<file path="config.mk">
export PLATFORM = sky130hd
export DESIGN_NAME = dual_timer
export DESIGN_NICKNAME = d
export VERILOG_FILES = /design/src/tc_pkg.sv /design/src/dual_timer.sv
export VERILOG_INCLUDE_DIRS = /design/src
export SDC_FILE = /design/constraint.sdc
export NUM_CORES = 1
export LEC_CHECK = 0
export BUFFER_PORTS_ARGS = -buffer_cell sky130_fd_sc_hd__buf_2
export CAP_MARGIN = 20
export CORE_MARGIN = 3
export CORE_UTILIZATION = 55
export DETAILED_ROUTE_END_ITERATION = 12
export PLACE_DENSITY = 0.73
export SLEW_MARGIN = 0
export SYNTH_ARGS = -nofsm -noshare
export SYNTH_HDL_FRONTEND = slang
export SYNTH_SLANG_ARGS = --single-unit
</file>
<file path="constraint.sdc">
create_clock -name CLK_I -period 2.6 [get_ports CLK_I]
set_input_delay 0.13 -clock CLK_I [delete_from_list [all_inputs] [get_ports CLK_I]]
set_output_delay 0.13 -clock CLK_I [all_outputs]
set_load 0.05 [all_outputs]
</file>
<file path="src/tc_params.svh">
// Offsets, field positions, reset values and timing counts of the dual timer/counter
`ifndef TC_PARAMS_SVH
`define TC_PARAMS_SVH

`define TC_ADDR_W 4
`define TC_ADDR_MODE 4'h0
`define TC_ADDR_CTRL 4'h1
`define TC_ADDR_CLKCTL 4'h2
`define TC_ADDR_C0LO 4'h3
`define TC_ADDR_C0HI 4'h4
`define TC_ADDR_C1LO 4'h5
`define TC_ADDR_C1HI 4'h6
`define TC_ADDR_ISTAT 4'h7
`define TC_ADDR_IMASK 4'h8

`define TC_MODE_FIELD0_LSB 0
`define TC_MODE_FUNC0 2
`define TC_MODE_GATE0 3
`define TC_MODE_FIELD1_LSB 4
`define TC_MODE_FUNC1 6
`define TC_MODE_GATE1 7

`define TC_CTRL_RUN0 4
`define TC_CTRL_FLAG0 5
`define TC_CTRL_RUN1 6
`define TC_CTRL_FLAG1 7

`define TC_CLK_TURBO0 3
`define TC_CLK_TURBO1 4

`define TC_RST_BYTE 8'h00
`define TC_RST_IRQ 2'h0

`define TC_PHASE_THREE 2'h2
`define TC_PHASE_FOUR 2'h3

`define TC_CLK_PERIOD_NS 8
`define TC_CLKS_PER_MCYCLE 4
`define TC_STD_TICK_CLKS 12
`define TC_TURBO_TICK_CLKS 4
`define TC_STD_MCYCLES (`TC_STD_TICK_CLKS / `TC_CLKS_PER_MCYCLE)

`endif

</file>
<file path="src/tc_pkg.sv">
// Types shared by the dual timer/counter
`default_nettype none
package tc_pkg;
  typedef enum logic [1:0] {
    MODE_13BIT,
    MODE_16BIT,
    MODE_RELOAD8,
    MODE_SPLIT
  } cnt_mode_t;
  typedef logic [7:0] byte_t;
endpackage
`default_nettype wire

</file>
<file path="src/dual_timer.sv">
// Two 16-bit timer/counters with four modes, register port and interrupt
`default_nettype none
`include "tc_params.svh"

// Overview of operation
// Timer function counts one tick per twelve clocks, or four with turbo select.
// Reset clears both turbo select bits, giving the divide-by-twelve time base.
// Count inputs sampled at phase four; high then low marks a falling edge.
// Count registers change only at phase three; edges count next machine cycle.
// External count sources must stay at or below one twenty-fourth of clock.
// Mode register bit 2 picks counter 0 function, bit 6 counter 1.
// Each counter has its own two-bit mode field selecting four modes.
// Mode 0 is 13 bits: high byte plus low five bits of low byte.
// Mode 0 high byte steps on prescale wrap; 1FFF wraps to 0 and flags.
// Counting needs run bit and either gate clear or interrupt pin high.
// Mode 1 uses all 16 bits; FFFF to 0000 sets the overflow flag.
// Mode 2 low byte wraps FF to 00, flags, reloads from unchanged high byte.
// Counter 1 in mode 3 holds its count frozen.
// Counter 0 mode 3 low byte keeps counter 0 controls, flag and function.
// Counter 0 mode 3 high byte counts ticks, run by counter 1 run bit.
// Counter 1 then runs without run bit or flag; mode 3 stops it.
// Overflow flags set at phase three of the overflowing machine cycle.
// Vectoring to a counter's service routine clears its overflow flag.
// Software writes load count bytes directly; counting resumes from them.
module dual_timer
  import tc_pkg::*;
#(
  parameter int STD_DIV = `TC_STD_TICK_CLKS
) (
  input wire logic CLK_I,      // System clock, 125 MHz
  input wire logic RESET_I,    // Synchronous reset, active high
  input wire logic [3:0] ADDR_I, // Register address
  input wire logic [7:0] WDATA_I, // Register write data
  input wire logic WE_I,       // Write strobe
  input wire logic RE_I,       // Read strobe
  input wire logic CNT0_PIN_I, // Counter 0 count input pin
  input wire logic CNT1_PIN_I, // Counter 1 count input pin
  input wire logic EXT_EXTERNAL_INTERRUPT0_PIN_PIN_I, // External interrupt 0 pin, gate for counter 0
  input wire logic EXT_EXTERNAL_INTERRUPT1_PIN_PIN_I, // External interrupt 1 pin, gate for counter 1
  input wire logic VECTOR0_I,  // Processor vectors to counter 0 service routine
  input wire logic VECTOR1_I,  // Processor vectors to counter 1 service routine
  output logic [7:0] RDATA_O,  // Read data, valid the cycle after RE_I
  output logic OVF0_O,         // Counter 0 overflow flag
  output logic OVF1_O,         // Counter 1 overflow flag
  output logic IRQ_O           // Interrupt, high while an unmasked status bit is set
);

  localparam int STD_MC = STD_DIV / `TC_CLKS_PER_MCYCLE;
  localparam logic [1:0] DIV_LAST = 2'(STD_MC - 1);

  initial begin
    if (STD_DIV % `TC_CLKS_PER_MCYCLE != 0 || STD_MC < 1 || STD_MC > 4) begin
      $error("STD_DIV must be 4, 8, 12 or 16");
    end
  end

  // Next count for a counter: {overflow, high byte, low byte}
  function automatic logic [16:0] bump(input cnt_mode_t m, input byte_t th, input byte_t tl);
    logic [13:0] c13;
    logic [16:0] c16;
    logic [8:0] c8;
    c13 = {1'b0, th, tl[4:0]} + 14'h0001;
    c16 = {1'b0, th, tl} + 17'h00001;
    c8 = {1'b0, tl} + 9'h001;
    case (m)
      MODE_13BIT: bump = {c13[13], c13[12:5], tl[7:5], c13[4:0]};
      MODE_16BIT: bump = c16;
      MODE_RELOAD8: bump = {c8[8], th, c8[8] ? th : c8[7:0]};
      default: bump = {c8[8], th, c8[7:0]};
    endcase
  endfunction

  // Machine cycle phase and pin synchronisers
  logic [1:0] phase_q;
  logic [3:0] pin_s1_q;
  logic [3:0] pin_s2_q;
  always_ff @(posedge CLK_I) begin
    if (RESET_I) begin
      phase_q <= 2'h0;
      pin_s1_q <= 4'h0;
      pin_s2_q <= 4'h0;
    end else begin
      phase_q <= phase_q + 2'h1;
      pin_s1_q <= {EXT_EXTERNAL_INTERRUPT1_PIN_PIN_I, EXT_EXTERNAL_INTERRUPT0_PIN_PIN_I, CNT1_PIN_I, CNT0_PIN_I};
      pin_s2_q <= pin_s1_q;
    end
  end

  wire at_c3 = (phase_q == `TC_PHASE_THREE);
  wire at_c4 = (phase_q == `TC_PHASE_FOUR);
  wire cnt0_s = pin_s2_q[0];
  wire cnt1_s = pin_s2_q[1];
  wire external_interrupt0_pin_s = pin_s2_q[2];
  wire external_interrupt1_pin_s = pin_s2_q[3];

  // Software registers
  byte_t mode_q, ctrl_q, clkctl_q, th0_q, tl0_q, th1_q, tl1_q;
  byte_t th0_d, tl0_d, th1_d, tl1_d;
  logic [1:0] stat_q, mask_q, stat_d, mask_d;
  logic ovf0_q, ovf1_q, ovf0_d, ovf1_d, irq_q;
  byte_t rdata_q;

  wire wr_mode = WE_I && ADDR_I == `TC_ADDR_MODE;
  wire wr_ctrl = WE_I && ADDR_I == `TC_ADDR_CTRL;
  wire wr_clk = WE_I && ADDR_I == `TC_ADDR_CLKCTL;
  wire wr_tl0 = WE_I && ADDR_I == `TC_ADDR_C0LO;
  wire wr_th0 = WE_I && ADDR_I == `TC_ADDR_C0HI;
  wire wr_tl1 = WE_I && ADDR_I == `TC_ADDR_C1LO;
  wire wr_th1 = WE_I && ADDR_I == `TC_ADDR_C1HI;
  wire wr_stat = WE_I && ADDR_I == `TC_ADDR_ISTAT;
  wire wr_mask = WE_I && ADDR_I == `TC_ADDR_IMASK;

  wire cnt_mode_t m0 = cnt_mode_t'(mode_q[`TC_MODE_FIELD0_LSB +: 2]);
  wire cnt_mode_t m1 = cnt_mode_t'(mode_q[`TC_MODE_FIELD1_LSB +: 2]);
  wire func0 = mode_q[`TC_MODE_FUNC0];
  wire func1 = mode_q[`TC_MODE_FUNC1];
  wire gate0 = mode_q[`TC_MODE_GATE0];
  wire gate1 = mode_q[`TC_MODE_GATE1];
  wire run0 = ctrl_q[`TC_CTRL_RUN0];
  wire run1 = ctrl_q[`TC_CTRL_RUN1];
  wire turbo0 = clkctl_q[`TC_CLK_TURBO0];
  wire turbo1 = clkctl_q[`TC_CLK_TURBO1];
  wire split0 = (m0 == MODE_SPLIT);

  // Time base: one tick per machine cycle in turbo, else one per STD_MC cycles
  logic [1:0] div0_q, div1_q;
  always_ff @(posedge CLK_I) begin
    if (RESET_I) begin
      div0_q <= 2'h0;
      div1_q <= 2'h0;
    end else if (at_c3) begin
      div0_q <= (div0_q == DIV_LAST) ? 2'h0 : div0_q + 2'h1;
      div1_q <= (div1_q == DIV_LAST) ? 2'h0 : div1_q + 2'h1;
    end
  end
  wire tick0 = turbo0 || div0_q == DIV_LAST;
  wire tick1 = turbo1 || div1_q == DIV_LAST;

  // Falling edge detection on count inputs, sampled at phase four
  logic samp0_q, samp1_q, edge0_q, edge1_q;
  always_ff @(posedge CLK_I) begin
    if (RESET_I) begin
      samp0_q <= 1'b0;
      samp1_q <= 1'b0;
      edge0_q <= 1'b0;
      edge1_q <= 1'b0;
    end else if (at_c4) begin
      samp0_q <= cnt0_s;
      samp1_q <= cnt1_s;
      edge0_q <= samp0_q && !cnt0_s;
      edge1_q <= samp1_q && !cnt1_s;
    end else if (at_c3) begin
      edge0_q <= 1'b0;
      edge1_q <= 1'b0;
    end
  end

  // Count enables; the increments inc0, inc0h and inc1 are qualified by phase three
  wire en0 = run0 && (!gate0 || external_interrupt0_pin_s);
  wire en1 = (split0 || run1) && (!gate1 || external_interrupt1_pin_s);
  wire inc0 = at_c3 && en0 && (func0 ? edge0_q : tick0);
  wire inc0h = at_c3 && split0 && run1 && tick0;
  wire inc1 = at_c3 && en1 && m1 != MODE_SPLIT && (func1 ? edge1_q : tick1);
  wire [16:0] nx0 = bump(m0, th0_q, tl0_q);
  wire [16:0] nx1 = bump(m1, th1_q, tl1_q);
  wire ev0 = inc0 && nx0[16];
  wire ev0h = inc0h && th0_q == 8'hFF;
  wire ev1 = split0 ? ev0h : (inc1 && nx1[16]);

  assign tl0_d = wr_tl0 ? WDATA_I : inc0 ? nx0[7:0] : tl0_q;
  assign th0_d = wr_th0 ? WDATA_I : split0 ? (inc0h ? th0_q + 8'h01 : th0_q) :
                 inc0 ? nx0[15:8] : th0_q;
  assign tl1_d = wr_tl1 ? WDATA_I : inc1 ? nx1[7:0] : tl1_q;
  assign th1_d = wr_th1 ? WDATA_I : inc1 ? nx1[15:8] : th1_q;

  // Overflow flags: hardware set wins over vector or software clear
  assign ovf0_d = ev0 || (wr_ctrl ? WDATA_I[`TC_CTRL_FLAG0] : ovf0_q && !VECTOR0_I);
  assign ovf1_d = ev1 || (wr_ctrl ? WDATA_I[`TC_CTRL_FLAG1] : ovf1_q && !VECTOR1_I);
  assign stat_d = {ev1, ev0} | (stat_q & ~(wr_stat ? WDATA_I[1:0] : 2'h0));
  assign mask_d = wr_mask ? WDATA_I[1:0] : mask_q;

  always_ff @(posedge CLK_I) begin
    if (RESET_I) begin
      mode_q <= `TC_RST_BYTE;
      ctrl_q <= `TC_RST_BYTE;
      clkctl_q <= `TC_RST_BYTE;
      tl0_q <= `TC_RST_BYTE;
      th0_q <= `TC_RST_BYTE;
      tl1_q <= `TC_RST_BYTE;
      th1_q <= `TC_RST_BYTE;
      ovf0_q <= 1'b0;
      ovf1_q <= 1'b0;
      stat_q <= `TC_RST_IRQ;
      mask_q <= `TC_RST_IRQ;
      irq_q <= 1'b0;
    end else begin
      if (wr_mode) mode_q <= WDATA_I;
      if (wr_ctrl) ctrl_q <= WDATA_I & 8'h50;
      if (wr_clk) clkctl_q <= WDATA_I & 8'h18;
      tl0_q <= tl0_d;
      th0_q <= th0_d;
      tl1_q <= tl1_d;
      th1_q <= th1_d;
      ovf0_q <= ovf0_d;
      ovf1_q <= ovf1_d;
      stat_q <= stat_d;
      mask_q <= mask_d;
      irq_q <= |(stat_d & mask_d);
    end
  end

  // Read side: data stands only in the cycle after the strobe
  wire byte_t rd_mux =
    (ADDR_I == `TC_ADDR_MODE) ? mode_q :
    (ADDR_I == `TC_ADDR_CTRL) ? (ctrl_q | {ovf1_q, 1'b0, ovf0_q, 5'h00}) :
    (ADDR_I == `TC_ADDR_CLKCTL) ? clkctl_q :
    (ADDR_I == `TC_ADDR_C0LO) ? tl0_q :
    (ADDR_I == `TC_ADDR_C0HI) ? th0_q :
    (ADDR_I == `TC_ADDR_C1LO) ? tl1_q :
    (ADDR_I == `TC_ADDR_C1HI) ? th1_q :
    (ADDR_I == `TC_ADDR_ISTAT) ? {6'h00, stat_q} :
    (ADDR_I == `TC_ADDR_IMASK) ? {6'h00, mask_q} : 8'h00;

  always_ff @(posedge CLK_I) begin
    if (RESET_I) begin
      rdata_q <= 8'h00;
    end else begin
      rdata_q <= RE_I ? rd_mux : 8'h00;
    end
  end

  assign RDATA_O = rdata_q;
  assign OVF0_O = ovf0_q;
  assign OVF1_O = ovf1_q;
  assign IRQ_O = irq_q;
endmodule // dual_timer
`default_nettype wire

</file>
==> results of run 1 <==
==> what timing repair did <==
action | CTS | global route
endpoints found under the hold margin | 4 | 0
resized for setup | 0 | 1
setup endpoints to repair | 0 | 1
buffers inserted | 0 | 0
hold buffers | 4 | 0
==> metal layers <==
layer	GRT usage	wire length, µm
met1	0.402	6000
met2	0.447	6190
met3	0.0736	1570
met4	0.134	621
met5	0	0
==> critical path: stages (launching register included) <==
cell      delay (ps)
dfxtp_1          340
inv_1             60
ha_1             280
nand2_1          100
or4_1            600
a21oi_4          330
o211ai_1         160
a211o_1          260
a31oi_1          130
==> Yosys cell counts (3+ instances only) <==
cell type,instances,area share
nand3_1,32,0.034
and3_1,10,0.013
mux2i_1,20,0.043
nor3_2,3,0.0064
nor4_1,6,0.0080
nor2b_1,16,0.021
nand4_1,9,0.012
nand2b_1,12,0.016
xor2_1,4,0.0075
inv_1,9,0.0072
and2_1,7,0.0094
a21oi_1,49,0.053
o22ai_1,3,0.0040
buf_1,6,0.0048
ha_1,5,0.013
clkbuf_1,36,0.029
nand2_1,70,0.056
a211oi_1,19,0.031
a22oi_1,4,0.0064
nor3_1,20,0.021
a31oi_1,9,0.012
nor2_1,74,0.060
a21o_1,4,0.0064
nand3b_1,5,0.0080
buf_2,4,0.0043
and4_1,4,0.0075
o211ai_1,9,0.014
or3_1,6,0.0080
dfxtp_1,77,0.33
a311oi_1,6,0.011
o21ai_0,42,0.045
xnor2_1,7,0.013
o32ai_1,3,0.0056
==> cell families after synthesis <==
group / share of synthesized area
AOI/OAI and AO/OA: 0.237
and+or+nand+nor: 0.304
muxes: 0.0501
buffers and inverters: 0.0453
xor gates and xnor gates: 0.0206
adders and majority gates: 0.0134
DFF: 0.330
==> flip-flops by register name, summed over array words and instances (netlist names), 4 cells and up <==
name and count:
RDATA_O 8, mode_q 8, th0_q 8, th1_q 8, tl0_q 8, tl1_q 8, pin_s1_q 4, pin_s2_q 4
==> final timing paths <==
check	start	end	slack, ps	cells after the start
min reg2reg	pin_s1_q[3]	pin_s2_q[3]	440	1
max reg2reg	phase_q[0]	th0_q[1]	260	8
max	phase_q[0]	th0_q[1]	260	8
min	VECTOR0_I	OVF0_O	70	4
==> area by class of cell <==
type	instances	area share
timing repair buffer	55	0.0688
sequential	77	0.299
clock inverter	7	0.0114
tap	102	0.0247
clock buffer	9	0.0240
multi-input combinational	496	0.566
inverter	9	0.00654
==> power by group through the flow <==
stage	logic, mW	registers, mW	clock network (mW)
floorplan	0.135	1.25	0
global placement	0.214	1.26	0
detailed placement	0.217	1.26	0
CTS	0.223	1.23	0.880
global route	0.245	1.24	0.934
finish	0.227	1.24	0.865
==> impl_metrics.yaml, run 1 <==
outcome:
  status: "completed"
cells_and_area:
  layout_commonest_cell: "dfxtp_1"
  mostFrequentLayoutCells: "77 x dfxtp_1, 74 x nor2_1, 70 x nand2_1"
  seq_area_um2: 1540
  final_cells: 755
  nets: 675
  syn2layout_area_growth_pct: 10.6
  fill_cells: 733
  final_cell_area_um2: 5160
  multi_input_area_um2: 2920
  fin_util: 0.648
  final_layout_size_suffix_gt1_frac: 0.126
  num_antenna_cells: 0
worst_setup_path:
  cp.required_ps: 2890
  critPathMaxFanout: 9
  arrival_ps: 2620
  critPathLaunchType: "flop"
  path_class: "reg -> reg"
  end_kind: "flop"
power:
  cellPowerDensity_nw_per_um2: 451
  pwr-share-clk: 0.372
  switchingPower_mw: 0.679
  vdd.ir_drop.worst_mv: 0.222
  p_leak_nw: 1.76
  intPower_mw: 1.65
  pwr-share-comb: 0.098
  seqPwrFrac: 0.531
  power.total_mw: 2.33
  switching_share: 0.292
clock_network:
  cts_sinks: 77
  numCtsBuffers: 9
  clk_path_buf_depth: 2
  clk_transition_reported_paths_ps: 90
  clock_insertion_delay_worst_skew_ps: 360
  htreeDepth: 3
  cts_root_buf: "clkbuf_8"
  cts_tree: "done"
drt:
  drt_wl_total_mm: 14.4
  drtAntennaViolNets: 0
  vias: 4852
  firstDrtPassIters: 5
  drc: 0
  wire_per_inst_um: 19.0
  drt_iter0_markers: 417
  routed_via_density: 6.43
global_route:
  grt_pass1_wl_mm: 23.0
  first_global_vias: 4401
  gr-total-overflow: 0
  grt_max_degree: 38
  antenna_found_initial: 0
  grtUsageTotal: 0.297
synth:
  synth_edf_count: 0
  synth_ff_type: "dfxtp_1"
  synth_cell_types: 61
  yosysSeqAreaShare: 0.330
  syn_area_per_cell_um2: 7.43
  yosysWarnings: 0
  syn_nets: 655
  syn_area_um2: 4670
  postSynthCellCount: 628
  synth-seq-cells: 77
  ys_async_sr_fraction: 0
floorplan:
  rows: 32
  io_pins: 33
  die_area_um2: 9630
  fp.dieW_um: 98.1
  start_util: 0.586
  die_h_um: 98.1
  coreArea_um2: 7970
placement:
  io_buffers: 32
  place_congestion: 0.985
  dp_hpwl_mm: 10.3
  place_area_um2: 4930
  place_ws_ps: 202
  place_inst: 735
timing:
  setup_slack_ps: 263
  period_needed_ps: 2340
  slew_viol_final: 0
  period_share: 0.899
  fmax_mhz: 428
  rsz0062_at_grt: "no"
  hold_violations: 0
  slew_headroom: 0.513
  max_slew.worst_pin.slew_ps: 723
  holdWs_ps: 74.7
  setup_violations: 0
  clock_skew_ps: 8.34
  finalSetupTns_ps: 0
flow_run:
  cap_violations: 0
worst_hold_path:
  hp-class: "in -> reg"
(Power assumes the default switching activity.)
==> run 2, diff against run 1 <==
--- a/config.mk
+++ b/config.mk
@@ -12,6 +12,7 @@
 export CORE_UTILIZATION = 55
 export DETAILED_ROUTE_END_ITERATION = 12
 export PLACE_DENSITY = 0.73
+export REMOVE_ABC_BUFFERS = 1
 export SLEW_MARGIN = 0
 export SYNTH_ARGS = -nofsm -noshare
 export SYNTH_HDL_FRONTEND = slang
==> impl_metrics.yaml, run 2 (synthesized netlist as in run 1, its figures left out) <==
global_route:
  grt_pass1_wl_mm: 23.5
  grt_max_degree: 38
  grtUsageTotal: 0.306
  gr-total-overflow: 0
  first_global_vias: 4382
  antenna_found_initial: 0
worst_setup_path:
  arrival_ps: 2660
  end_kind: "flop"
  slowest_stage: "or4_1"
  path_class: "reg -> reg"
  crit_chain: "ha_1, nand2_1, or4_1, a21oi_2, o211ai_1, a211o_1, a31oi_1"
  critPathLaunchType: "flop"
  critPathMaxFanout: 9
  cp.required_ps: 2900
  cpPeakStageDelay_ps: 560
cells_and_area:
  fin_util: 0.650
  nets: 676
  layout_commonest_cell: "dfxtp_1"
  mostFrequentLayoutCells: "77 x dfxtp_1, 74 x nor2_1, 70 x nand2_1"
  final_layout_size_suffix_gt1_frac: 0.127
  num_antenna_cells: 0
  fill_cells: 742
  syn2layout_area_growth_pct: 11.0
placement:
  place_congestion: 0.954
  io_buffers: 32
  dp_hpwl_mm: 10.3
floorplan:
  rows: 32
  coreArea_um2: 7970
  die_h_um: 98.1
  io_pins: 33
  fp.dieW_um: 98.1
  die_area_um2: 9630
  start_util: 0.586
clock_network:
  clock_insertion_delay_worst_skew_ps: 370
  post-cts-setup-buffers: 0
  clk_path_buf_depth: 2
  numCtsBuffers: 9
  cts.repair.resized: 0
  cts_hold_buf: 4
  cts_sinks: 77
  htreeDepth: 3
  cts_tree: "done"
  cts_root_buf: "clkbuf_8"
  clk_transition_reported_paths_ps: 100
drt:
  drt_wl_total_mm: 14.6
  drtAntennaViolNets: 0
  vias: 4828
  drt_iter0_markers: 465
  drc: 0
  wire_per_inst_um: 19.4
  firstDrtPassIters: 6
  routed_via_density: 6.39
timing:
  clock_skew_ps: 14.4
  period_share: 0.910
  period_needed_ps: 2370
  slew_headroom: 0.513
  rsz0062_at_grt: "no"
  hold_violations: 0
  setup_violations: 0
  max_slew.worst_pin.slew_ps: 730
  fmax_mhz: 423
  slew_viol_final: 0
  finalSetupTns_ps: 0
power:
  pwr-share-clk: 0.405
  intPower_mw: 1.75
  switchingPower_mw: 0.702
  pwr-share-comb: 0.091
  vdd.ir_drop.worst_mv: 0.399
  cellPowerDensity_nw_per_um2: 474
  switching_share: 0.286
  p_leak_nw: 1.77
  seqPwrFrac: 0.503
outcome:
  status: "completed"
worst_hold_path:
  hp-class: "in -> reg"
flow_run:
  cap_violations: 0
run 2: power groups by stage:
stage	Combinational [mW]	Sequential [mW]	Clock (mW)
final	0.225	1.24	0.994
after floorplan	0.0961	1.26	0
after detailed placement	0.215	1.26	0
after global routing	0.244	1.24	1.06
after CTS	0.220	1.23	1.01
after global placement	0.212	1.26	0
run 2: cell type report:
cell class | count | area [µm²] | area share
Multi-Input combinational cell | 496 | 2920 | 0.563
Sequential cell | 77 | 1540 | 0.298
Timing Repair Buffer | 56 | 350 | 0.0676
Tap cell | 102 | 128 | 0.0246
Clock buffer | 9 | 124 | 0.0239
Clock inverter | 7 | 88.8 | 0.0171
Inverter | 9 | 33.8 | 0.00652
run 2: path summary, 6_finish.rpt:
check / start / endpoint / slack (ps) / cells past startpoint
setup reg to reg: phase_q[1] / th0_q[1] / 230 / 7
hold / removal: WDATA_I[1] / mode_q[1] / 90 / 3
setup / recovery: phase_q[1] / th0_q[1] / 230 / 7
hold reg to reg: pin_s1_q[0] / pin_s2_q[0] / 450 / 1
run 2: through the flow:
step | hold slack (ps) | cells | power [mW] | worst slack (ps) | instance area, µm²
floorplan | 197 | 582 | 1.36 | 458 | 4490
global placement | 344 | 736 | 1.47 | 310 | 4930
detailed placement | 346 | 736 | 1.48 | 283 | 4930
CTS | 86.5 | 756 | 2.46 | 287 | 5180
global route | 99.8 | 756 | 2.54 | 76.3 | 5180
finish | 94.6 | 756 | 2.45 | 234 | 5180
run 2: layer usage:
layer	part of all wire	wire [µm]	vias to the layer above	GRT usage
li1	-	-	2326	-
met1	0.42	6220	2225	0.424
met2	0.44	6450	234	0.452
met3	0.096	1400	43	0.0800
met4	0.038	563	0	0.123
met5	0	0	-	0
run 2: worst max-delay path, delay by kind of cell, from the launching register on:
kind | cells | cell delay, ps
AOI/OAI and AO/OA | 4 | 940
and+or+nand+nor | 2 | 660
DFF | 1 | 370
adders and majority gates | 1 | 310
==> run 3, diff against run 2 <==
--- a/config.mk
+++ b/config.mk
@@ -6,12 +6,12 @@
 export SDC_FILE = /design/constraint.sdc
 export NUM_CORES = 1
 export LEC_CHECK = 0
-export BUFFER_PORTS_ARGS = -buffer_cell sky130_fd_sc_hd__buf_2
 export CAP_MARGIN = 20
 export CORE_MARGIN = 3
 export CORE_UTILIZATION = 55
 export DETAILED_ROUTE_END_ITERATION = 12
-export PLACE_DENSITY = 0.73
+export DONT_BUFFER_PORTS = 1
+export PLACE_DENSITY = 0.69
 export REMOVE_ABC_BUFFERS = 1
 export SLEW_MARGIN = 0
 export SYNTH_ARGS = -nofsm -noshare
==> constraint.sdc (replaced) <==
create_clock -name CLK_I -period 2.6 [get_ports CLK_I]
set_input_delay 0.65 -clock CLK_I [delete_from_list [all_inputs] [get_ports CLK_I]]
set_output_delay 0.65 -clock CLK_I [all_outputs]
set_load 0.05 [all_outputs]
==> impl_metrics.yaml, run 3 (synthesized netlist as in run 1, its figures left out) <==
timing:
  period_share: 0.928
  clock_skew_ps: 12.2
  slew_headroom: 0.490
  hold_violations: 0
  fmax_mhz: 415
  finalSetupTns_ps: 0
  setup_slack_ps: 188
  slew_viol_final: 0
  setup_violations: 0
  max_slew.worst_pin.slew_ps: 754
  rsz0062_at_grt: "no"
  period_needed_ps: 2410
  holdWs_ps: 338
floorplan:
  start_util: 0.586
  die_area_um2: 9630
  fp.dieW_um: 98.1
  die_h_um: 98.1
  rows: 32
  io_pins: 33
  coreArea_um2: 7970
power:
  pwr-share-comb: 0.057
  intPower_mw: 1.64
  p_leak_nw: 1.58
  switching_share: 0.283
  cellPowerDensity_nw_per_um2: 464
  seqPwrFrac: 0.545
  power.total_mw: 2.28
  vdd.ir_drop.worst_mv: 0.459
  switchingPower_mw: 0.645
  pwr-share-clk: 0.398
drt:
  drt_iter0_markers: 629
  drtAntennaViolNets: 0
  drc: 0
  drt_wl_total_mm: 14.6
  routed_via_density: 6.59
  vias: 4714
  wire_per_inst_um: 20.4
  firstDrtPassIters: 6
clock_network:
  htreeDepth: 3
  cts_hold_buf: 0
  clock_insertion_delay_worst_skew_ps: 370
  cts_root_buf: "clkbuf_8"
  cts_tree: "done"
  clk_path_buf_depth: 2
  numCtsBuffers: 9
  post-cts-setup-buffers: 0
  cts_sinks: 77
  clk_transition_reported_paths_ps: 90
  cts.repair.resized: 0
placement:
  place_area_um2: 4730
  io_buffers: 0
  place_congestion: 0.974
  place_inst: 699
  dp_hpwl_mm: 10.2
  place_ws_ps: 238
outcome:
  status: "completed"
worst_setup_path:
  critPathLaunchType: "flop"
  timing.reg2reg.setup_slack_ps: 190
  r2r_cells: 7
  end_kind: "flop"
  rr_endpoint: "th1_q[7]"
  critPathLaunch: "phase_q[0]"
  reg2reg_from: "phase_q[0]"
  arrival_ps: 2700
  cp.required_ps: 2880
  critPathMaxFanout: 8
  crit_path_end: "th1_q[7]"
  path_class: "reg -> reg"
worst_hold_path:
  hp-class: "in -> reg"
global_route:
  antenna_found_initial: 0
  first_global_vias: 4210
  gr-total-overflow: 0
  grt_max_degree: 73
  grtUsageTotal: 0.299
  grt_pass1_wl_mm: 23.0
cells_and_area:
  layout_commonest_cell: "dfxtp_1"
  fin_util: 0.617
  mostFrequentLayoutCells: "77 x dfxtp_1, 74 x nor2_1, 70 x nand2_1"
  syn2layout_area_growth_pct: 5.39
  nets: 635
  final_layout_size_suffix_gt1_frac: 0.0750
  final_cells: 715
  final_cell_area_um2: 4920
  num_antenna_cells: 0
flow_run:
  cap_violations: 0
run 3: cell type report:
cell class	count	area, µm²
fill	745	3050
multi-input combinational	496	2920
sequential	77	1540
tap	102	128
clock buffer	9	124
timing repair buffer	15	113
clock inverter	7	65.1
inverter	9	33.8
run 3: power by group through the flow:
stage	clock network [mW]	logic (mW)	registers [mW]
after floorplan	0	0.0961	1.26
after global placement	0	0.124	1.27
after detailed placement	0	0.127	1.27
after CTS	0.915	0.127	1.24
after global routing	0.961	0.143	1.25
final	0.908	0.130	1.24
run 3: worst min path at each step:
stage | from | to | slack, ps | cells after the start
global placement | pin_s1_q[1] | pin_s2_q[1] | 420 | 1
CTS | RESET_I | phase_q[1] | 330 | 1
global route | RESET_I | pin_s1_q[3] | 310 | 1
detailed placement | pin_s1_q[3] | pin_s2_q[3] | 420 | 1
finish | RESET_I | pin_s1_q[1] | 340 | 1
floorplan | pin_s1_q[0] | pin_s2_q[0] | 410 | 1
run 3: metal layers:
metal / GRT usage / part of all wire / vias up
li1: - / - / 2239
met4: 0.132 / 0.034 / 0
met1: 0.414 / 0.43 / 2172
met5: 0 / 0 / -
met2: 0.449 / 0.44 / 263
met3: 0.0650 / 0.093 / 40
run 3: worst max-delay path, cell delays in order, from the launching register on:
cell      delay (ps)
dfxtp_1          330
inv_1             60
ha_1             310
o311ai_2         260
or4_1            700
nor3_1           250
o21ai_0          120
a311oi_1         300
